===== src/verilog/prs_cfg.svh =====
// offsets, field positions, reset values and timing for the ramp controller
`ifndef PRS_CFG_SVH
`define PRS_CFG_SVH

`define PRS_OFS_PHASE 8'h6a
`define PRS_OFS_MODE 8'h6b
`define PRS_OFS_RANGE 8'h6c
`define PRS_OFS_DIV 8'h6d
`define PRS_OFS_STEPS 8'h6e
`define PRS_OFS_AMP 8'h6f
`define PRS_OFS_LAST 8'h6f

`define PRS_RST_PHASE 8'h00
`define PRS_RST_MODE 8'h00
`define PRS_RST_RANGE 8'h00
`define PRS_RST_DIV 8'h50
`define PRS_RST_STEPS 8'h11
`define PRS_RST_AMP 8'h24

`define PRS_PHASE_SEL_MSB 3
`define PRS_PHASE_SEL_LSB 2
`define PRS_FRAME_SYNC_BIT 1
`define PRS_PHASE_SYNC_BIT 0
`define PRS_PREDIV_BIT 5
`define PRS_MANUAL_BIT 4
`define PRS_RDM_EN_BIT 1
`define PRS_TRI_EN_BIT 0
`define PRS_RDM_RANGE_MSB 6
`define PRS_RDM_RANGE_LSB 4
`define PRS_TRI_CTRL_MSB 3
`define PRS_TRI_CTRL_LSB 0
`define PRS_FALL_MSB 7
`define PRS_FALL_LSB 4
`define PRS_RISE_MSB 3
`define PRS_RISE_LSB 0
`define PRS_AMPL_MSB 6
`define PRS_AMPL_LSB 5
`define PRS_LIMIT_MSB 4
`define PRS_LIMIT_LSB 0

`define PRS_AUTO_DIV 8'h50
`define PRS_AUTO_STEP 4'h1
`define PRS_AUTO_AMP 2'h1
`define PRS_LFSR_SEED 16'h0001

`define PRS_CLK_HZ 29'd250000000
`define PRS_REF_HZ 29'd61440000

`endif


===== src/verilog/prs_pkg.sv =====
// types shared by the ramp controller and its spread modulator
package prs_pkg;

	typedef struct packed {
		logic tri_en;
		logic rdm_en;
		logic [2:0] rdm_range;
		logic [4:0] tri_limit;
		logic [3:0] rise_step;
		logic [3:0] fall_step;
		logic [1:0] amplitude;
	} prs_spread_cfg_t;

	typedef enum logic {PRS_UP, PRS_DOWN} prs_dir_t;

endpackage


===== src/verilog/prs_spread_mod.sv =====
// triangle and random period offset generator
`include "prs_cfg.svh"
module prs_spread_mod (
	// clock and reset
	input wire logic clk,
	input wire logic srst,
	// control
	input wire logic step_en,
	input wire prs_pkg::prs_spread_cfg_t cfg,
	// period offset
	output logic [7:0] offset
);
	logic [4:0] tri_r;
	logic [4:0] tri_nxt;
	prs_pkg::prs_dir_t dir_r;
	prs_pkg::prs_dir_t dir_nxt;
	logic [15:0] lfsr_r;
	logic [15:0] lfsr_nxt;
	logic [7:0] offset_nxt;
	logic [5:0] up_sum;
	logic [7:0] rdm_mask;
	logic [8:0] mix;
	logic [11:0] scaled;

	always_comb
	begin
		tri_nxt = tri_r;
		dir_nxt = dir_r;
		lfsr_nxt = lfsr_r;
		up_sum = {1'b0, tri_r} + {2'b00, cfg.rise_step};
		rdm_mask = 8'hff >> (3'd7 - cfg.rdm_range);
		if (!cfg.tri_en)
		begin
			tri_nxt = 5'h00;
			dir_nxt = prs_pkg::PRS_UP;
		end
		else if (step_en)
		begin
			case (dir_r)
				prs_pkg::PRS_UP:
					if (up_sum >= {1'b0, cfg.tri_limit})
					begin
						tri_nxt = cfg.tri_limit;
						dir_nxt = prs_pkg::PRS_DOWN;
					end
					else
						tri_nxt = up_sum[4:0];
				default:
					if (tri_r <= {1'b0, cfg.fall_step})
					begin
						tri_nxt = 5'h00;
						dir_nxt = prs_pkg::PRS_UP;
					end
					else
						tri_nxt = tri_r - {1'b0, cfg.fall_step};
			endcase
		end
		if (step_en)
			lfsr_nxt = {lfsr_r[14:0],
				lfsr_r[15] ^ lfsr_r[13] ^ lfsr_r[12] ^ lfsr_r[10]};
		// no enable set leaves a fixed period
		mix = (cfg.tri_en ? {4'h0, tri_r} : 9'h000)
			+ (cfg.rdm_en ? {1'b0, lfsr_r[7:0] & rdm_mask} : 9'h000);
		scaled = {3'h0, mix} << cfg.amplitude;
		offset_nxt = (scaled[11:8] != 4'h0) ? 8'hff : scaled[7:0];
	end

	always_ff @(posedge clk)
	begin
		if (srst)
		begin
			tri_r <= 5'h00;
			dir_r <= prs_pkg::PRS_UP;
			lfsr_r <= `PRS_LFSR_SEED;
			offset <= 8'h00;
		end
		else
		begin
			tri_r <= tri_nxt;
			dir_r <= dir_nxt;
			lfsr_r <= lfsr_nxt;
			offset <= offset_nxt;
		end
	end
endmodule


===== src/verilog/prs_ramp_ctrl.sv =====
// ramp phase, frame alignment and spread spectrum controller
//
// Behaviour
// bits 3-2 of phase control pick ramp phase 0 to 3.
// software gives all phased amplifiers the same ramp frequency and spread.
// software writes the phase setting before commanding play.
// bit 1 set aligns the ramp to incoming audio frame starts.
// bit 0 enables ramp phase sync with other amplifiers; reset off.
// manual mode pre-divide bit halves the spread source clock.
// bit 4 switches spread control from automatic to manual parameters.
// random spread enabled by bit 1, range from bits 6-4.
// triangle spread enabled by bit 0, shape from bits 3-0.
// manual ramp frequency is 61.44 MHz over divisor N, reset 0x50.
// manual triangle fall step from bits 7-4, reset 1.
// manual triangle rise step from bits 3-0, reset 1.
// manual ramp amplitude from bits 6-5, reset 01.
// manual triangle boundary from bits 4-0 of amplitude register.
// both spread enables clear gives fixed frequency, no modulation.
// automatic mode ignores all manual settings.
`include "prs_cfg.svh"
module prs_ramp_ctrl (
	// clock and reset
	input wire logic clk,
	input wire logic srst,
	// register port
	input wire logic [7:0] reg_addr,
	input wire logic [7:0] reg_wdata,
	input wire logic reg_wr,
	input wire logic reg_rd,
	output logic [7:0] reg_rdata,
	// timing references
	input wire logic ramp_run,
	input wire logic frame_start,
	input wire logic phase_sync_in,
	// ramp outputs
	output logic [9:0] ramp_count,
	output logic [9:0] ramp_period,
	output logic ramp_wrap,
	output logic [1:0] ramp_phase
);
	logic [7:0] regs_r [0:5];
	logic [7:0] regs_nxt [0:5];
	logic [7:0] rdata_nxt;
	logic [2:0] idx;
	logic in_map;

	logic [28:0] acc_r;
	logic [28:0] acc_nxt;
	logic [28:0] acc_sum;
	logic half_r;
	logic half_nxt;
	logic tick;
	logic ref_tick;

	logic [9:0] cnt_r;
	logic [9:0] cnt_nxt;
	logic [9:0] per_r;
	logic [9:0] per_nxt;
	logic wrap_nxt;
	logic [9:0] ph_off;
	logic [9:0] quarter;
	logic [9:0] base_n;
	logic [7:0] div_n;
	logic [7:0] offset;
	logic manual;
	logic align;
	prs_pkg::prs_spread_cfg_t scfg;

	// register decode
	always_comb
	begin
		in_map = (reg_addr >= `PRS_OFS_PHASE) && (reg_addr <= `PRS_OFS_LAST);
		idx = 3'(reg_addr - `PRS_OFS_PHASE);
		for (int i = 0; i < 6; i++)
			regs_nxt[i] = regs_r[i];
		if (reg_wr && in_map)
			regs_nxt[idx] = reg_wdata;
		rdata_nxt = reg_rdata;
		if (reg_rd)
		begin
			if (in_map)
				rdata_nxt = regs_r[idx];
			else
				rdata_nxt = 8'h00;
		end
	end

	always_ff @(posedge clk)
	begin
		if (srst)
		begin
			regs_r[0] <= `PRS_RST_PHASE;
			regs_r[1] <= `PRS_RST_MODE;
			regs_r[2] <= `PRS_RST_RANGE;
			regs_r[3] <= `PRS_RST_DIV;
			regs_r[4] <= `PRS_RST_STEPS;
			regs_r[5] <= `PRS_RST_AMP;
			reg_rdata <= 8'h00;
		end
		else
		begin
			for (int i = 0; i < 6; i++)
				regs_r[i] <= regs_nxt[i];
			reg_rdata <= rdata_nxt;
		end
	end

	// spread parameter selection
	always_comb
	begin
		manual = regs_r[1][`PRS_MANUAL_BIT];
		scfg.tri_en = regs_r[1][`PRS_TRI_EN_BIT];
		scfg.rdm_en = regs_r[1][`PRS_RDM_EN_BIT];
		scfg.rdm_range = regs_r[2][`PRS_RDM_RANGE_MSB:`PRS_RDM_RANGE_LSB];
		if (manual)
		begin
			div_n = regs_r[3];
			scfg.fall_step = regs_r[4][`PRS_FALL_MSB:`PRS_FALL_LSB];
			scfg.rise_step = regs_r[4][`PRS_RISE_MSB:`PRS_RISE_LSB];
			scfg.amplitude = regs_r[5][`PRS_AMPL_MSB:`PRS_AMPL_LSB];
			scfg.tri_limit = regs_r[5][`PRS_LIMIT_MSB:`PRS_LIMIT_LSB];
		end
		else
		begin
			div_n = `PRS_AUTO_DIV;
			scfg.fall_step = `PRS_AUTO_STEP;
			scfg.rise_step = `PRS_AUTO_STEP;
			scfg.amplitude = `PRS_AUTO_AMP;
			scfg.tri_limit = {1'b0,
				regs_r[2][`PRS_TRI_CTRL_MSB:`PRS_TRI_CTRL_LSB]};
		end
		// divisor zero stands for 256
		base_n = (div_n == 8'h00) ? 10'h100 : {2'b00, div_n};
	end

	// 61.44 MHz reference enable, optionally halved
	always_comb
	begin
		acc_sum = acc_r + `PRS_REF_HZ;
		ref_tick = acc_sum >= `PRS_CLK_HZ;
		acc_nxt = ref_tick ? acc_sum - `PRS_CLK_HZ : acc_sum;
		half_nxt = ref_tick ? ~half_r : half_r;
		tick = ref_tick
			&& (!(manual && regs_r[1][`PRS_PREDIV_BIT]) || half_r);
	end

	always_ff @(posedge clk)
	begin
		if (srst)
		begin
			acc_r <= 29'h0000000;
			half_r <= 1'b0;
		end
		else
		begin
			acc_r <= acc_nxt;
			half_r <= half_nxt;
		end
	end

	prs_spread_mod prs_spread_mod_inst (
		.clk(clk),
		.srst(srst),
		.step_en(wrap_nxt),
		.cfg(scfg),
		.offset(offset)
	);

	// ramp counter with phase placement
	always_comb
	begin
		ramp_phase = regs_r[0][`PRS_PHASE_SEL_MSB:`PRS_PHASE_SEL_LSB];
		quarter = {2'b00, per_r[9:2]};
		// offsets of zero, one, two or three quarters of the period
		case (ramp_phase)
			2'h0: ph_off = 10'h000;
			2'h1: ph_off = quarter;
			2'h2: ph_off = {quarter[8:0], 1'b0};
			default: ph_off = 10'(quarter + {quarter[8:0], 1'b0});
		endcase
		// alignment pulses win over the reference tick
		align = (regs_r[0][`PRS_PHASE_SYNC_BIT] && phase_sync_in)
			|| (regs_r[0][`PRS_FRAME_SYNC_BIT] && frame_start);
		cnt_nxt = cnt_r;
		per_nxt = per_r;
		wrap_nxt = 1'b0;
		// held at the phase offset until play starts
		if (!ramp_run || align)
			cnt_nxt = ph_off;
		else if (tick)
		begin
			if (cnt_r >= per_r - 10'h001)
			begin
				cnt_nxt = 10'h000;
				wrap_nxt = 1'b1;
				per_nxt = 10'(base_n + {2'b00, offset});
			end
			else
				cnt_nxt = cnt_r + 10'h001;
		end
	end

	always_ff @(posedge clk)
	begin
		if (srst)
		begin
			cnt_r <= 10'h000;
			per_r <= {2'b00, `PRS_AUTO_DIV};
			ramp_wrap <= 1'b0;
		end
		else
		begin
			cnt_r <= cnt_nxt;
			per_r <= per_nxt;
			ramp_wrap <= wrap_nxt;
		end
	end

	assign ramp_count = cnt_r;
	assign ramp_period = per_r;
endmodule


===== config.mk =====
export PLATFORM = sky130hd
export DESIGN_NAME = prs_ramp_ctrl
export DESIGN_NICKNAME = d
export VERILOG_FILES = /design/src/verilog/prs_pkg.sv /design/src/verilog/prs_spread_mod.sv /design/src/verilog/prs_ramp_ctrl.sv
export VERILOG_INCLUDE_DIRS = /design/src /design/src/verilog
export SDC_FILE = /design/constraint.sdc
export NUM_CORES = 1
export LEC_CHECK = 0
export CAP_MARGIN = 25
export CORE_MARGIN = 2
export CORE_UTILIZATION = 35
export DETAILED_ROUTE_END_ITERATION = 8
export DONT_BUFFER_PORTS = 1
export PLACE_DENSITY = 0.51
export SYNTH_ARGS = -nofsm -noshare
export SYNTH_HDL_FRONTEND = slang
export SYNTH_SLANG_ARGS = --single-unit

===== constraint.sdc =====
create_clock -name clk -period 3.5 [get_ports clk]
set_input_delay 0.175 -clock clk [delete_from_list [all_inputs] [get_ports clk]]
set_output_delay 0.175 -clock clk [all_outputs]
set_load 0.02 [all_outputs]

==> results by group <==
Critical path
  • Buf/Inv on CP: 2
  • Crit path kind: register to register
  • Crit-path max FO: 9
  • Worst reg-to-reg path cell count: 10
  • CP endpoint kind: register
  • WP depth: 10
  • Top delay family on crit path: simple AND/OR/NAND/NOR gates
  • Slowest stage delay, CP: 0.55 ns
  • Worst Path Arrival: 3.55 ns
  • Critical Path Sink: ramp_count[7]
  • Worst Setup SP: acc_r[15]
  • Crit Reg-Reg Startpoint: acc_r[15]
  • Worst R2R End: ramp_count[7]
  • R2r setup slk: approximately 0.30 ns
  • Crit path cell chain: inv_1 > ha_1 > inv_1 > or4b_4 > a2111oi_2 > o32ai_2 > o21ai_2 > nand2_2 > or4b_1 > a31oi_1
  • Req. time, crit path: ~3.9 ns
  • Slowest CP cell: or4b_4
  • Critical Path Most Common Cell: inv_1
  • Startpoint Class: register

Timing
  • Final setup vio count: 0
  • Final hold violation count: 0
  • Worst-Margin Slew: 0.6197 ns
  • Final Cycle Share: roughly nine tenths
  • F_max: 312.1 MHz
  • Slew HR: 58.69%
  • Unrepaired setup endpoints after global routing: no
  • Skew final: 0.009737 ns
  • Hold slack: ~0.055 ns
  • Fin crit period: between 3 and 4 ns
  • Final Max Slew Viols: 0
  • Setup tns final: 0 ns

Floorplanning
  • Num rows: 57
  • Die Ht: between 150 and 200 um
  • Core area: approximately 24000 sq um
  • Die area: around 26000 sq um
  • Starting Density: ~35%
  • Die X: roughly 160 um
  • I/O pin count: between 50 and 60

Yosys
  • Yosys warning count: 0
  • Synthesized area per cell: 8.299 sq um
  • Async set or reset register ratio after synthesis: 0%
  • Cell Area, Synth: between 8000 and 9000 sq um
  • Post-synth EDFFs: 0
  • Synth Net Count: 1123
  • Yosys reg bits: 130
  • Synth cell types: 70
  • Primary FF master, synth: dfxtp_1
  • Cells after Synth: 1033
  • Sequential share of the synthesized area: a little under a third

Detailed routing
  • DRC: 0
  • Vias: 7291
  • Post-Route WL: 23290 um
  • Iteration count of the initial detailed-routing pass: 7
  • DRT antenna net count: 0
  • DR vias/cell: ~5.3
  • DRT iter0 DRCs: 499
  • Wire length per cell: 16.95 um

GRT
  • Initial antenna violation count: 1
  • GRT overflow: 0
  • Vias in the first global route: 6919
  • First-pass GRT wire length: approximately 38000 um
  • GRT Total Usage: a little under a fifth
  • Largest net degree at the start of global routing: 127

Layout
  • Fin nets: 1128
  • Design area: a little under 10000 sq um
  • Most common cell after layout, fill and taps aside: dfxtp_1
  • Share of layout cells above drive strength 1: 8.294%
  • Number of fillers in the final layout: 2432
  • Area grow syn2layout: 13.59%
  • Most frequent cells in the layout: dfxtp_1 (130), nor2_1 (105), nand2_1 (100)

Power
  • Combinational share of power: between 20% and 30%
  • PwrDens: roughly 500 nW/um^2
  • Switching pwr: about 0.0016 W
  • Flop pwr share: between 30% and 40%
  • LEAKAGE: between 4 and 5 nW
  • Clock network power share: 39.5%
  • Sw frac: approximately 32%
  • Internal: roughly 0.0033 W
  • Peak supply drop: 0.3275 mV

Placement
  • I/O Buffers: 0
  • DP Area: 8981 sq um
  • DP HPWL: 16620 um
  • Placer Congestion: ~0.85

Clock tree
  • Clock sink count: 130
  • H-tree depth: 4
  • CTS Buffer Depth: 2
  • Setup Buffers After CTS: 0
  • Worst-Skew Late Latency: around 0.43 ns
  • Worst-path clk slew: 0.06 ns
  • Cts bufs inserted: 17
  • Clk root buf: clkbuf_16
  • CTS tree: built

Status
  • Status: finished clean

Worst hold path
  • Worst hold path class: input port to register

Run
  • Max-cap violations: 0
power by group through the flow:
stage / registers (W) / logic (W) / clock network (W)
final: 0.00174 / 0.00119 / 0.00191
after global routing: 0.00176 / 0.00134 / 0.00202
after CTS: 0.00174 / 0.00118 / 0.00195
after detailed placement: 0.00177 / 0.00113 / 0
after global placement: 0.00177 / 0.00113 / 0
after floorplan: 0.00171 / 0.000971 / 0
metrics by stage:
| stage | total power, W | cells | worst slack (ns) | utilization, % |
|---|---|---|---|---|
| after global routing | 0.005125 | 1373 | 0.002895 | 40.27 |
| final | 0.004843 | 1374 | 0.2956 | 40.28 |
| after floorplan | 0.002677 | 1033 | 0.1050 | - |
| after detailed placement | 0.002898 | 1333 | 0.3071 | 37.15 |
| after global placement | 0.002901 | 1333 | 0.3567 | 37.15 |
| after CTS | 0.004872 | 1373 | 0.2828 | 40.21 |
tightest hold or removal path: stages:
cell     delay [ns]
nor3_1         0.03
o21ai_0        0.14
nand4_1        0.09
Yosys cell counts (5+ instances only):
cell type / count / share of area [%]
a211oi_1: 17 / 1.5
o21ai_0: 46 / 2.7
fa_1: 5 / 1.2
o211ai_1: 16 / 1.4
mux4_2: 8 / 2.1
inv_1: 48 / 2.1
a31oi_1: 13 / 0.95
or3_1: 9 / 0.66
o21a_1: 7 / 0.61
and3_1: 20 / 1.5
clkbuf_1: 38 / 1.7
dfxtp_1: 130 / 30
a21o_1: 11 / 0.96
nor2_1: 105 / 4.6
nand2_1: 100 / 4.4
nand3b_1: 7 / 0.61
nand4_1: 5 / 0.36
mux2i_1: 57 / 6.7
ha_1: 62 / 9.0
a211o_1: 11 / 1.1
nor2b_1: 10 / 0.73
nor3_1: 24 / 1.4
nand2b_1: 24 / 1.8
a311oi_1: 5 / 0.51
and2_1: 20 / 1.5
xor2_1: 7 / 0.72
buf_2: 5 / 0.29
a221oi_1: 8 / 0.82
nand3_1: 18 / 1.1
a21oi_1: 78 / 4.6
xnor2_1: 49 / 5.0
state kept, by name (all words and copies together), names as in the netlist:
register and count:
regs_r 48, acc_r 22, prs_spread_mod_inst.lfsr_r 16, ramp_count 10
ramp_period 10, prs_spread_mod_inst.offset 8, reg_rdata 8, prs_spread_mod_inst.tri_r 5
half_r 1, prs_spread_mod_inst.dir_r 1, ramp_wrap 1
metal layers:
layer	vias up	routed length (um)	GRT usage (%)
met3	27	1003	4.158
met5	-	0	0
met1	3453	10840	23.98
met4	0	394	5.487
met2	122	11060	30.82
li1	3689	-	-
layout make-up:
| cell class | count | area [sq um] | area share [%] |
|---|---|---|---|
| Tap cell | 324 | 405.4 | 4.163 |
| Timing Repair Buffer | 39 | 360.3 | 3.700 |
| Antenna cell | 1 | 2.502 | 0.02570 |
| Clock inverter | 12 | 183.9 | 1.889 |
| Multi-Input combinational cell | 802 | 5564 | 57.14 |
| Inverter | 48 | 180.2 | 1.850 |
| Clock buffer | 18 | 439.2 | 4.510 |
| Sequential cell | 130 | 2603 | 26.72 |
how the worst min path moves through the flow:
stage / slack [ns] / cells past startpoint / end / startpoint
4_1_cts: 0.04 / 3 / acc_r[18] / srst
3_5_place_dp: 0.26 / 1 / reg_rdata[2] / srst
3_3_place_gp: 0.26 / 1 / acc_r[21] / srst
2_1_floorplan: 0.32 / 2 / regs_r[0][0] / reg_wdata[0]
5_1_grt: 0.09 / 3 / acc_r[18] / srst
6_report: 0.05 / 3 / acc_r[18] / srst
cell families (layout without fill, tap and decap cells):
kind of cell / count (synthesis) / count (layout) / share of synthesized area, %
XOR/XNOR: 56 / 56 / 5.721
AO/OA/AOI/OAI: 248 / 248 / 18.72
AND/OR/NAND/NOR: 363 / 363 / 20.88
multiplexers: 68 / 68 / 9.151
buffers and inverters: 101 / 117 / 4.947
other: 0 / 1 / 0
adder cells (fa/ha/maj): 67 / 67 / 10.22
flip-flops: 130 / 130 / 30.36
what timing repair did:
action,CTS,global route
resized for setup,0,4
hold endpoints to repair,124,0
setup endpoints to repair,0,6
hold buffers,10,0
No activity file was read; power rests on OpenSTA's default activity.
